$ cat src/rtl/rcr_defines.svh
// Offsets, field positions, reset values and counts of the regulator control bank.
`ifndef RCR_DEFINES_SVH
`define RCR_DEFINES_SVH

// ==========================================================================
// Register indices (byte address is four times the index).
// ==========================================================================
`define RCR_IDX_PRO_BUCK 8'h22
`define RCR_IDX_MEM_BUCK 8'h23
`define RCR_IDX_IO_BUCK 8'h24
`define RCR_IDX_PERI_BUCK 8'h25
`define RCR_IDX_RSVD_26 8'h26
`define RCR_IDX_RSVD_27 8'h27
`define RCR_IDX_LIN_THREE 8'h28
`define RCR_IDX_RSVD_29 8'h29
`define RCR_IDX_RSVD_2A 8'h2a
`define RCR_IDX_RSVD_2B 8'h2b
`define RCR_IDX_LIN_SEVEN 8'h2c
`define RCR_IDX_LIN_EIGHT 8'h2d
`define RCR_IDX_LIN_NINE 8'h2e
`define RCR_IDX_RSVD_2F 8'h2f
`define RCR_IDX_LIN_ELEVEN 8'h30
`define RCR_IDX_VIB 8'h31
`define RCR_IDX_VSEL_ONE 8'h32
`define RCR_IDX_VSEL_TWO 8'h33
`define RCR_IDX_SLOT_BASE 8'h40
`define RCR_NUM_SLOT_REGS 5

// ==========================================================================
// Field positions inside a control register.
// ==========================================================================
`define RCR_BIT_ON 0
`define RCR_FLD_ON_SRC 2:1
`define RCR_BIT_BUCK_TARGET 3
`define RCR_BIT_PULLDOWN_OFF 3
`define RCR_BIT_LIN_VCHOICE 4
`define RCR_BIT_PERI_SWITCH 4
`define RCR_FLD_V_SRC 6:5
`define RCR_BIT_LIN_TARGET 7
`define RCR_BIT_PERI_SW_TARGET 7
`define RCR_FLD_VIB 5:0

// Bits of the two ramped voltage-select registers.
`define RCR_VSEL_CORE_ONE 0
`define RCR_VSEL_CORE_TWO 1
`define RCR_VSEL_PRO 2
`define RCR_VSEL_MEM 3
`define RCR_VSEL_PERI 4
`define RCR_VSEL_LIN_THREE 7
`define RCR_VSEL2_IO 0

// ==========================================================================
// Implemented-bit masks; everything else reads zero.
// ==========================================================================
`define RCR_MASK_BUCK 8'h6f
`define RCR_MASK_PERI 8'hff
`define RCR_MASK_LIN_THREE 8'hef
`define RCR_MASK_LIN 8'hff
`define RCR_MASK_VIB 8'h3f
`define RCR_MASK_VSEL_ONE 8'h9f
`define RCR_MASK_VSEL_TWO 8'h01
`define RCR_MASK_SLOT 8'hff

// ==========================================================================
// Reset values and counts.
// ==========================================================================
`define RCR_RST_REG 8'h00
`define RCR_RST_SLOT 4'h0
`define RCR_RST_DATA 32'h0000_0000
`define RCR_VIB_STEPS 6'h3f

`endif

$ cat src/rtl/rcr_pkg.sv
// Types shared by the regulator control bank.
package rcr_pkg;

	// ==================================================================
	// General pins that can drive enables and voltage choices.
	// ==================================================================
	typedef struct packed {
		logic thirteen; // General pin thirteen, high when active.
		logic two; // General pin two, high when active.
		logic one; // General pin one, high when active.
	} rcr_pins_t;

	// ==================================================================
	// Power sequencer slot announcement.
	// ==================================================================
	typedef struct packed {
		logic step; // One-cycle pulse when the sequencer reaches a slot.
		logic [3:0] slot; // The slot being reached.
	} rcr_seq_t;

endpackage : rcr_pkg

$ cat src/rtl/rcr_bank.sv
// Regulator control register bank with APB slave, pin and sequencer control.
`timescale 1ns/1ps
`include "rcr_defines.svh"

// Function
// - Bit 0 switches each regulator off or on.
// - Bits 2:1 pick sequencer or pin enable.
// - Pin rise enables, pin fall disables regulator.
// - Bits 6:5 pin rise selects A, fall B.
// - Linear seven to eleven switch voltage immediately.
// - Buck bit 3 is sequencer enable target.
// - Linear bit 7 is sequencer enable target.
// - Memory buck target needs default supply.
// - Linear bit 3 disables off-state pull-down.
// - Linear seven to eleven bit 4 picks target A or B.
// - Select register 0x32 holds ramped A/B bits.
// - Peripheral switch bit 4, sequencer target bit 7.
// - Vibration zero brakes: low side on.
// - Nonzero vibration level gives linear average.
// - Four-bit sequencer slot per regulator.
module rcr_bank
	import rcr_pkg::*;
(
	// Clock and reset.
	input wire logic pclk,
	input wire logic presetn,
	// APB slave.
	input wire logic psel,
	input wire logic penable,
	input wire logic pwrite,
	input wire logic [11:0] paddr,
	input wire logic [31:0] pwdata,
	input wire logic [3:0] pstrb,
	output logic [31:0] prdata,
	output logic pready,
	output logic pslverr,
	// Pin and sequencer inputs.
	input wire rcr_pins_t pins,
	input wire rcr_seq_t seq,
	input wire logic memory_default_supply,
	// Regulator controls, index 0 processor buck to 8 linear eleven.
	output logic [8:0] regulator_on,
	output logic [8:0] voltage_second,
	output logic [1:0] core_voltage_second,
	output logic [4:0] pulldown_on,
	output logic peripheral_switch_closed,
	// Vibration motor bridge.
	output logic vib_high_side,
	output logic vib_low_side
);

	// ==================================================================
	// Register map tables.
	// ==================================================================
	// Control register index per regulator.
	localparam logic [7:0] CTRL_IDX [9] = '{`RCR_IDX_PRO_BUCK, `RCR_IDX_MEM_BUCK,
		`RCR_IDX_IO_BUCK, `RCR_IDX_PERI_BUCK, `RCR_IDX_LIN_THREE, `RCR_IDX_LIN_SEVEN,
		`RCR_IDX_LIN_EIGHT, `RCR_IDX_LIN_NINE, `RCR_IDX_LIN_ELEVEN};
	// Implemented bits per control register.
	localparam logic [7:0] CTRL_MASK [9] = '{`RCR_MASK_BUCK, `RCR_MASK_BUCK,
		`RCR_MASK_BUCK, `RCR_MASK_PERI, `RCR_MASK_LIN_THREE, `RCR_MASK_LIN,
		`RCR_MASK_LIN, `RCR_MASK_LIN, `RCR_MASK_LIN};

	// ==================================================================
	// Storage.
	// ==================================================================
	logic [7:0] ctrl_q [9]; // Control registers.
	logic [7:0] next_ctrl [9]; // Next control register values.
	logic [3:0] slot_q [9]; // Sequencer slot per regulator.
	logic [3:0] next_slot [9]; // Next slot values.
	logic [7:0] vsel_one_q; // Ramped voltage select bits.
	logic [7:0] next_vsel_one; // Next ramped select bits.
	logic [7:0] vsel_two_q; // Second ramped select register.
	logic [7:0] next_vsel_two; // Next second select register.
	logic [7:0] vib_q; // Vibration level register.
	logic [7:0] next_vib; // Next vibration level.
	rcr_pins_t pins_prev; // Pin levels one cycle ago.
	logic [5:0] pwm_cnt; // Vibration PWM phase, 0 to 62.
	logic [31:0] read_value; // Read data for the addressed register.

	// ==================================================================
	// APB decode.
	// ==================================================================
	wire [7:0] apb_idx = paddr[9:2]; // Register index from the byte address.
	wire aligned = (paddr[1:0] == 2'b00) && (paddr[11:10] == 2'b00); // Word access in range.
	wire setup = psel && !penable; // Setup phase of a transfer.
	wire access = psel && penable && pready; // Completing access phase.
	wire hit_vib = aligned && (apb_idx == `RCR_IDX_VIB); // Vibration register.
	wire hit_vsel_one = aligned && (apb_idx == `RCR_IDX_VSEL_ONE); // First select register.
	wire hit_vsel_two = aligned && (apb_idx == `RCR_IDX_VSEL_TWO); // Second select register.
	// Reserved holes inside the bank answer without error.
	wire hit_rsvd = aligned && (apb_idx == `RCR_IDX_RSVD_26 || apb_idx == `RCR_IDX_RSVD_27
		|| apb_idx == `RCR_IDX_RSVD_29 || apb_idx == `RCR_IDX_RSVD_2A
		|| apb_idx == `RCR_IDX_RSVD_2B || apb_idx == `RCR_IDX_RSVD_2F);
	wire [7:0] slot_off = apb_idx - `RCR_IDX_SLOT_BASE; // Offset into the slot registers.
	wire hit_slot = aligned && (apb_idx >= `RCR_IDX_SLOT_BASE)
		&& (slot_off < 8'(`RCR_NUM_SLOT_REGS)); // Slot registers.
	logic [8:0] hit_ctrl; // One bit per control register.
	wire mapped = (|hit_ctrl) || hit_vib || hit_vsel_one || hit_vsel_two || hit_rsvd || hit_slot;
	wire wr_fire = access && pwrite && pstrb[0] && !pslverr; // Write takes effect now.

	// ==================================================================
	// Pin edges.
	// ==================================================================
	wire [2:0] pin_rise = pins & ~pins_prev; // Passive to active edges.
	wire [2:0] pin_fall = ~pins & pins_prev; // Active to passive edges.

	// Picks the edge of the pin that a two-bit source field names.
	function automatic logic pick(input logic [1:0] src, input logic [2:0] v);
		logic r;
		r = 1'b0;
		case (src)
			2'b01: r = v[0];
			2'b10: r = v[1];
			2'b11: r = v[2];
			default: r = 1'b0;
		endcase
		return r;
	endfunction

	// ==================================================================
	// Per-regulator events.
	// ==================================================================
	logic [8:0] on_rise; // Chosen enable pin rose.
	logic [8:0] on_fall; // Chosen enable pin fell.
	logic [8:0] v_rise; // Chosen voltage pin rose.
	logic [8:0] v_fall; // Chosen voltage pin fell.
	logic [8:0] seq_hit; // Sequencer applies its target now.
	logic [8:0] seq_target; // Enable state the sequencer applies.

	genvar g;
	generate
		for (g = 0; g < 9; g++)
		begin : g_reg
			wire [1:0] on_src = ctrl_q[g][`RCR_FLD_ON_SRC]; // Enable source field.
			wire [1:0] v_src = ctrl_q[g][`RCR_FLD_V_SRC]; // Voltage source field.
			assign hit_ctrl[g] = aligned && (apb_idx == CTRL_IDX[g]);
			assign on_rise[g] = pick(on_src, pin_rise);
			assign on_fall[g] = pick(on_src, pin_fall);
			assign v_rise[g] = pick(v_src, pin_rise);
			assign v_fall[g] = pick(v_src, pin_fall);
			// The memory buck target only acts when it is a default supply.
			assign seq_hit[g] = (on_src == 2'b00) && seq.step && (seq.slot == slot_q[g])
				&& ((g != 1) || memory_default_supply);
			// Buck targets sit in bit 3, linear targets in bit 7.
			assign seq_target[g] = (g < 4) ? ctrl_q[g][`RCR_BIT_BUCK_TARGET]
				: ctrl_q[g][`RCR_BIT_LIN_TARGET];
		end
	endgenerate

	// ==================================================================
	// Read multiplexer; unimplemented bits and holes read zero.
	// ==================================================================
	always_comb
	begin
		read_value = `RCR_RST_DATA;
		for (int i = 0; i < 9; i++)
		begin
			if (hit_ctrl[i])
			begin
				read_value[7:0] = ctrl_q[i];
			end
		end
		if (hit_vib)
		begin
			read_value[7:0] = vib_q;
		end
		if (hit_vsel_one)
		begin
			read_value[7:0] = vsel_one_q;
		end
		if (hit_vsel_two)
		begin
			read_value[7:0] = vsel_two_q;
		end
		for (int k = 0; k < `RCR_NUM_SLOT_REGS; k++)
		begin
			if (hit_slot && slot_off[2:0] == 3'(k))
			begin
				read_value[3:0] = slot_q[2 * k];
				read_value[7:4] = (k < 4) ? slot_q[2 * k + 1] : `RCR_RST_SLOT;
			end
		end
	end

	// ==================================================================
	// Next state: software write first, hardware events override it.
	// ==================================================================
	always_comb
	begin
		next_ctrl = ctrl_q;
		next_slot = slot_q;
		next_vsel_one = vsel_one_q;
		next_vsel_two = vsel_two_q;
		next_vib = vib_q;
		// Software writes store only implemented bits.
		for (int i = 0; i < 9; i++)
		begin
			if (wr_fire && hit_ctrl[i])
			begin
				next_ctrl[i] = pwdata[7:0] & CTRL_MASK[i];
			end
		end
		if (wr_fire && hit_vib)
		begin
			next_vib = pwdata[7:0] & `RCR_MASK_VIB;
		end
		if (wr_fire && hit_vsel_one)
		begin
			next_vsel_one = pwdata[7:0] & `RCR_MASK_VSEL_ONE;
		end
		if (wr_fire && hit_vsel_two)
		begin
			next_vsel_two = pwdata[7:0] & `RCR_MASK_VSEL_TWO;
		end
		for (int k = 0; k < `RCR_NUM_SLOT_REGS; k++)
		begin
			if (wr_fire && hit_slot && slot_off[2:0] == 3'(k))
			begin
				next_slot[2 * k] = pwdata[3:0];
				if (k < 4)
				begin
					next_slot[2 * k + 1] = pwdata[7:4];
				end
			end
		end
		// Hardware events win over a write in the same cycle.
		for (int i = 0; i < 9; i++)
		begin
			if (seq_hit[i])
			begin
				next_ctrl[i][`RCR_BIT_ON] = seq_target[i];
			end
			if (on_rise[i])
			begin
				next_ctrl[i][`RCR_BIT_ON] = 1'b1;
			end
			else if (on_fall[i])
			begin
				next_ctrl[i][`RCR_BIT_ON] = 1'b0;
			end
			// A rising voltage pin picks target A, a falling one target B.
			if (v_rise[i] || v_fall[i])
			begin
				case (i)
					0: next_vsel_one[`RCR_VSEL_PRO] = v_fall[i];
					1: next_vsel_one[`RCR_VSEL_MEM] = v_fall[i];
					2: next_vsel_two[`RCR_VSEL2_IO] = v_fall[i];
					3: next_vsel_one[`RCR_VSEL_PERI] = v_fall[i];
					4: next_vsel_one[`RCR_VSEL_LIN_THREE] = v_fall[i];
					default: next_ctrl[i][`RCR_BIT_LIN_VCHOICE] = v_fall[i];
				endcase
			end
		end
		// The peripheral switch follows its target at the peripheral buck slot.
		if (seq_hit[3])
		begin
			next_ctrl[3][`RCR_BIT_PERI_SWITCH] = ctrl_q[3][`RCR_BIT_PERI_SW_TARGET];
		end
	end

	// ==================================================================
	// Register storage.
	// ==================================================================
	always_ff @(posedge pclk or negedge presetn)
	begin
		if (!presetn)
		begin
			for (int i = 0; i < 9; i++)
			begin
				ctrl_q[i] <= `RCR_RST_REG;
				slot_q[i] <= `RCR_RST_SLOT;
			end
			vsel_one_q <= `RCR_RST_REG;
			vsel_two_q <= `RCR_RST_REG;
			vib_q <= `RCR_RST_REG;
			pins_prev <= '0;
		end
		else
		begin
			ctrl_q <= next_ctrl;
			slot_q <= next_slot;
			vsel_one_q <= next_vsel_one;
			vsel_two_q <= next_vsel_two;
			vib_q <= next_vib;
			pins_prev <= pins;
		end
	end

	// ==================================================================
	// APB answer: ready one cycle after setup, data and error registered.
	// ==================================================================
	always_ff @(posedge pclk or negedge presetn)
	begin
		if (!presetn)
		begin
			pready <= 1'b0;
			pslverr <= 1'b0;
			prdata <= `RCR_RST_DATA;
		end
		else
		begin
			pready <= setup;
			pslverr <= setup && !mapped;
			prdata <= (setup && !pwrite) ? read_value : `RCR_RST_DATA;
		end
	end

	// ==================================================================
	// Registered pull-down and vibration bridge outputs.
	// ==================================================================
	always_ff @(posedge pclk or negedge presetn)
	begin
		if (!presetn)
		begin
			pulldown_on <= '0;
			pwm_cnt <= '0;
			vib_high_side <= 1'b0;
			vib_low_side <= 1'b0;
		end
		else
		begin
			for (int j = 0; j < 5; j++)
			begin
				pulldown_on[j] <= !next_ctrl[j + 4][`RCR_BIT_ON]
					&& !next_ctrl[j + 4][`RCR_BIT_PULLDOWN_OFF];
			end
			pwm_cnt <= (pwm_cnt == `RCR_VIB_STEPS - 6'h01) ? 6'h00 : pwm_cnt + 6'h01;
			// Duty is level out of 63, so the average rises linearly to full scale.
			vib_high_side <= (vib_q[`RCR_FLD_VIB] != 6'h00)
				&& (pwm_cnt < vib_q[`RCR_FLD_VIB]);
			// Level zero brakes: low side on, high side off.
			vib_low_side <= (vib_q[`RCR_FLD_VIB] == 6'h00)
				|| (pwm_cnt >= vib_q[`RCR_FLD_VIB]);
		end
	end

	// ==================================================================
	// Outputs taken straight from register bits.
	// ==================================================================
	generate
		for (g = 0; g < 9; g++)
		begin : g_on
			assign regulator_on[g] = ctrl_q[g][`RCR_BIT_ON];
		end
		for (g = 5; g < 9; g++)
		begin : g_lin_v
			assign voltage_second[g] = ctrl_q[g][`RCR_BIT_LIN_VCHOICE];
		end
	endgenerate
	assign voltage_second[0] = vsel_one_q[`RCR_VSEL_PRO];
	assign voltage_second[1] = vsel_one_q[`RCR_VSEL_MEM];
	assign voltage_second[2] = vsel_two_q[`RCR_VSEL2_IO];
	assign voltage_second[3] = vsel_one_q[`RCR_VSEL_PERI];
	assign voltage_second[4] = vsel_one_q[`RCR_VSEL_LIN_THREE];
	assign core_voltage_second = {vsel_one_q[`RCR_VSEL_CORE_TWO], vsel_one_q[`RCR_VSEL_CORE_ONE]};
	assign peripheral_switch_closed = ctrl_q[3][`RCR_BIT_PERI_SWITCH];
endmodule // rcr_bank

$ cat config.mk
export PLATFORM = sky130hd
export DESIGN_NAME = rcr_bank
export DESIGN_NICKNAME = d
export VERILOG_FILES = /design/src/rtl/rcr_pkg.sv /design/src/rtl/rcr_bank.sv
export VERILOG_INCLUDE_DIRS = /design/src /design/src/rtl
export SDC_FILE = /design/constraint.sdc
export NUM_CORES = 1
export LEC_CHECK = 0
export ABC_AREA = 0
export BUFFER_PORTS_ARGS = -buffer_cell sky130_fd_sc_hd__buf_2
export CAP_MARGIN = 25
export CELL_PAD_IN_SITES_DETAIL_PLACEMENT = 0
export CELL_PAD_IN_SITES_GLOBAL_PLACEMENT = 1
export CORE_MARGIN = 5
export CORE_UTILIZATION = 48
export DETAILED_ROUTE_END_ITERATION = 7
export GPL_TIMING_DRIVEN = 0
export PLACE_DENSITY_LB_ADDON = 0.1
export SYNTH_ARGS = -nofsm -noshare
export SYNTH_HDL_FRONTEND = slang
export SYNTH_SLANG_ARGS = --single-unit
$ cat constraint.sdc
create_clock -name pclk -period 6.1 [get_ports pclk]
set_input_delay 0.61 -clock pclk [delete_from_list [all_inputs] [get_ports pclk]]
set_output_delay 0.61 -clock pclk [all_outputs]
set_load 0.03 [all_outputs]
==> results_dict.tcl, run 1 <==
set metrics [dict create \
    status "finished clean" \
    vias 7920 \
    rsz0062_at_grt "false" \
    postSynthCellCount 930 \
    layout_worst_path_cycle_share 0.539 \
    fin_worst_skew_ps 11.8 \
    place_congestion 1.00 \
    synth_area_per_cell_um2 9.39 \
    start_util 0.486 \
    r2r-end "pulldown_on[4]" \
    first_pass_iters 6 \
    drc 0 \
    grt_start_max_net_pins 88 \
    synth_edf_count 0 \
    diodes 0 \
    num_rows 49 \
    p_per_area_nw_per_um2 232 \
    synthesis.area_um2 8730 \
    cts_hold_buf 0 \
    cap_viol_max_count 0 \
    dp_hpwl_mm 24.1 \
    die_w_um 145 \
    portBuffers 64 \
    yosys_warnings 0 \
    r2r_cells 5 \
    die_h_um 145 \
    ys_top_cells_by_area "dfrtp_1, mux2_2, nand2_1, a21oi_1, o21ai_0" \
    cts-root-buf "clkbuf_16" \
    hold_violations 0 \
    yosysTopAreaCellShare 0.401 \
    drv_slew 0 \
    synth_area_leader_cell "dfrtp_1" \
    fmax_ghz 0.304 \
    period_needed_ps 3290 \
    p_leak_uw 0.00471 \
    utilization 0.560 \
    track_usage 0.315 \
    worstPathRequired_ps 6390 \
    drive_gt1_frac 0.235 \
    grt_first_pass_wirelength_mm 48.3 \
    timing.rr.start "pslverr" \
    crit_arrival_ps 3580 \
    cts_resized 0 \
    drtIter0Drc 923 \
    nets 1110 \
    wl_mm 32.4 \
    holdCritPathClass "primary input to async pin" \
    clockBufferDepth 2 \
    ys_seq_elements 140 \
    crit_end "prdata[4]" \
    critPathCaptureType "flip-flop" \
    post_cts_buffers 0 \
    syn2layout_area_growth_pct 15.1 \
    setup-tns-final_ps 0 \
    tightest_slew_ps 1090 \
    h-tree-depth 4 \
    yosysSeqAreaShare 0.401 \
    r2r_setup_slack_ps 3380 \
    antenna_found_initial 0 \
    postSynth.asyncResetShare 1.00 \
    grt_overflow_total 0 \
    crit_start "paddr[2]" \
    ant_nets 0 \
    core-area_um2 18000 \
    synth_flop_cell "dfrtp_1" \
    numCtsBuffers 17 \
    grt_pass1_vias 7530 \
    via_per_inst 6.18 \
    cts_tree "done" \
    critPathKind "primary input to flip-flop" \
    vdd_ir_drop_max_v 0.000196 \
    cts.clk_slew.worst_paths_ps 70 \
    dieArea_um2 21000 \
    cp_max_fo 10 \
    relSlewSlack 0.275 \
    ys_types 77 \
    clk_latency_ps 440 \
    setup_violations 0 \
    cts_sinks 140 \
    boundaryPins 124 \
    start_kind "primary input" \
    drt-wirelength-per-cell_um 25.2 \
]
[kinds of logic after synthesis]
family	synth area share
buffers and inverters	0.0689
AOI/OAI and AO/OA	0.183
DFF	0.401
other	0.000429
muxes	0.135
and+or+nand+nor	0.161
xor gates and xnor gates	0.0391
adders and majority gates	0.0115
[cells in the mapped netlist (13+ instances only)]
cell type / number
mux2i_1: 13
o21ai_0: 57
mux2_2: 85
a21oi_1: 60
nand2_1: 83
nor3_1: 16
nand3_1: 31
nand4_1: 13
buf_4: 37
dfrtp_1: 140
inv_1: 14
xor2_1: 27
nor2b_1: 22
clkbuf_1: 56
nor2_1: 59
[metal layers]
metal	wire, um	vias to the layer above	share of wire	global-route usage
li1	-	3585	-	-
met2	14400	400	0.44	0.472
met5	0	-	0	0
met4	871	0	0.027	0.0982
met1	14300	3875	0.44	0.459
met3	2840	60	0.088	0.0644
[cells in the final DEF, fill, tap and decap left out, drive strengths merged, types with 12 or more instances in the layout]
master  netlist  routed
dfrtp       140     140
nor2b        22      22
nor2         60      60
o21ai        57      57
nand4        13      13
buf          50     117
conb          1      24
clkbuf       56      75
nor3         18      18
xor2         27      27
xnor2        12      12
inv          14      22
nand3        31      31
mux2i        13      13
mux2         91      91
a21oi        60      60
nand2        84      84
[state kept, by name, indices dropped and copies added (netlist names)]
name                      count
voltage_second                4
pwm_cnt                       6
vsel_one_q                    6
regulator_on                  9
peripheral_switch_closed      1
vib_low_side                  1
pulldown_on                   5
pready                        1
vib_q                         6
pslverr                       1
ctrl_q                       51
pins_prev                     3
prdata                        8
vib_high_side                 1
vsel_two_q                    1
slot_q                       36
[area by class of cell]
class,count,area [um^2]
Fill cell,1666,7910
Sequential cell,140,3500
Clock buffer,18,429
Multi-Input combinational cell,693,4720
Tap cell,229,287
Timing Repair Buffer,68,369
Clock inverter,14,150
Buffer,106,549
Inverter,14,52.6
[stage by stage]
step	setup slack (ps)	instance area, um^2	total power [uW]	hold slack (ps)	instances
6_report	2810	10100	2330	114	1282
5_1_grt	2690	10100	2400	150	1282
4_1_cts	2880	10000	2340	122	1280
3_5_place_dp	2450	9470	1300	514	1248
3_3_place_gp	2370	9430	1300	487	1246
2_1_floorplan	3380	8820	1170	314	953
[worst max-delay path, stage by stage]
cell and delay (ps):
buf_2 100, clkbuf_1 310, clkbuf_1 570, buf_1 600, buf_1 580, a21oi_1 130, o311ai_0 520, a21oi_1 140
[worst min-delay path by stage]
stage / start / to / slack (ps) / cells after the start
floorplan: presetn / ctrl_q[10] / 310 / 0
detailed placement: ctrl_q[47] / peripheral_switch_closed / 510 / 2
global placement: ctrl_q[47] / peripheral_switch_closed / 490 / 2
CTS: presetn / ctrl_q[26] / 120 / 1
global route: presetn / ctrl_q[26] / 150 / 1
finish: presetn / ctrl_q[26] / 110 / 1
[where the power goes]
| part | internal, uW | leakage [uW] | switching (uW) |
|---|---|---|---|
| combinational | 96.8 | 0.00255 | 225 |
| clock | 578 | 0.000282 | 468 |
| sequential | 948 | 0.00187 | 16.5 |
Note: power is estimated with default switching activity, not from simulation.
==> run 2: changes to the inputs <==
CORE_UTILIZATION = 45   (was 48)
clock period = 3.1 ns   (was 6.1 ns; I/O delays follow)
==> results_dict.tcl, run 2 (synthesis gave the netlist of run 1 again) <==
set metrics [dict create \
    crit_end "prdata[4]" \
    nets 1112 \
    critPathCaptureType "flip-flop" \
    grt_start_max_net_pins 87 \
    die_h_um 149 \
    r2r_cells 5 \
    r2r_setup_slack_ps 390 \
    cts.clk_slew.worst_paths_ps 70 \
    diodes 0 \
    core-area_um2 19300 \
    post_cts_buffers 0 \
    worstPathRequired_ps 3380 \
    hold_slack_ps 183 \
    fmax_ghz 0.351 \
    grt_first_pass_wirelength_mm 48.2 \
    die_w_um 149 \
    fillers 1854 \
    utilization 0.527 \
    final_common_cell "dfrtp_1" \
    numCtsBuffers 17 \
    stdcell_count 1320 \
    dp_hpwl_mm 24.2 \
    grt_pass1_vias 7469 \
    fin_worst_skew_ps 14.9 \
    relSlewSlack 0.259 \
    track_usage 0.293 \
    setup_violations 0 \
    p_leak_uw 0.00473 \
    clk_latency_ps 440 \
    largest_reg_flops 51 \
    mostFrequentLayoutCells "dfrtp_1, mux2_2, nand2_1" \
    vias 7809 \
    place_congestion 0.994 \
    start_kind "primary input" \
    status "finished clean" \
    cap_viol_max_count 0 \
    layout_worst_path_cycle_share 0.919 \
    use_met1 0.423 \
    grtUsageMet2 0.442 \
    drc 0 \
    drv_slew 0 \
    tightest_slew_ps 1100 \
    drtIter0Drc 698 \
    dieArea_um2 22300 \
    crit_start "paddr[2]" \
    via_per_inst 5.92 \
    period_needed_ps 2850 \
    cts_tree "done" \
    drive_gt1_frac 0.234 \
    portBuffers 64 \
    use_met3 0.0650 \
    cpPeakStageDelay_ps 590 \
    p_per_area_nw_per_um2 458 \
    crit_chain "buf_2, clkbuf_1, clkbuf_1, clkbuf_2, buf_1, a21oi_1, o311ai_0, a21oi_1" \
    r2r-end "pulldown_on[4]" \
    first_pass_iters 5 \
    crit_arrival_ps 3130 \
    hold_violations 0 \
    dp.cells 1283 \
    dp_slack_ps -304 \
    ant_nets 0 \
    cpMaxStageDelayCell "clkbuf_1" \
    grt_overflow_total 0 \
    setup_slack_ps 252 \
    start_util 0.453 \
    vdd_ir_drop_max_v 0.000357 \
    cts-root-buf "clkbuf_16" \
    num_rows 51 \
    h-tree-depth 4 \
    wl_mm 32.3 \
    cp_max_fo 10 \
    clockBufferDepth 2 \
    grt-busiest-layer "met2" \
    cts_sinks 140 \
    top_register "ctrl_q" \
    holdCritPathClass "primary input to flip-flop" \
    critPathKind "primary input to flip-flop" \
    rsz0062_at_grt "false" \
    drt-wirelength-per-cell_um 24.5 \
    timing.rr.start "pslverr" \
    antenna_found_initial 0 \
    syn2layout_area_growth_pct 16.2 \
    boundaryPins 124 \
]
## run 2: changes by cell type in the layout (fill, tap and decap cells not counted), sizes merged
cell,before,now
dlygate4sd3,0,4
inv,22,24
buf,117,115
clkbuf,75,74
clkinvlp,1,0
## run 2: final cells by class
class | instances | area (um^2) | area share
buffer | 106 | 551 | 0.0542
timing repair buffer | 70 | 402 | 0.0396
sequential | 140 | 3500 | 0.345
clock buffer | 17 | 425 | 0.0419
inverter | 14 | 52.6 | 0.00518
clock inverter | 15 | 171 | 0.0169
multi-input combinational | 693 | 4720 | 0.465
tap | 265 | 332 | 0.0327
## run 2: worst min path at each step
stage / startpoint / to / cells past startpoint
2_1_floorplan: presetn / ctrl_q[10] / 0
3_3_place_gp: pins[1] / pins_prev[1] / 1
4_1_cts: pwdata[6] / slot_q[22] / 2
3_5_place_dp: presetn / pins_prev[2] / 1
6_report: pwdata[6] / slot_q[6] / 2
5_1_grt: pwdata[6] / slot_q[22] / 2
## run 2: metal layers
| layer | vias to the layer above | part of all wire |
|---|---|---|
| li1 | 3581 | - |
| met1 | 3802 | 0.45 |
| met2 | 364 | 0.44 |
| met3 | 62 | 0.079 |
| met4 | 0 | 0.030 |
| met5 | - | 0 |
## run 2: repair_timing
action | CTS | global route
resized for setup | 0 | 1
endpoints found under the setup margin | 0 | 1
endpoints found under the hold margin | 57 | 0
hold buffers | 4 | 0
## run 2: where the power goes
group / switching [uW] / internal (uW) / total, uW
Combinational: 443 / 194 / 636
Clock: 961 / 1150 / 2120
Sequential: 35.0 / 1860 / 1900
## run 2: through the flow
stage | cell area (um^2) | power [uW] | setup TNS [ps]
finish | 10200 | 4650 | 0
global route | 10200 | 4790 | 0
CTS | 10100 | 4660 | 0
floorplan | 8820 | 2310 | 0
detailed placement | 9510 | 2550 | -1460
global placement | 9470 | 2550 | -46440
## run 2: worst max-delay path: cells and delay by family
kind | cells | cell delay [ps]
buf+inv | 5 | 1980
compound gates | 3 | 830
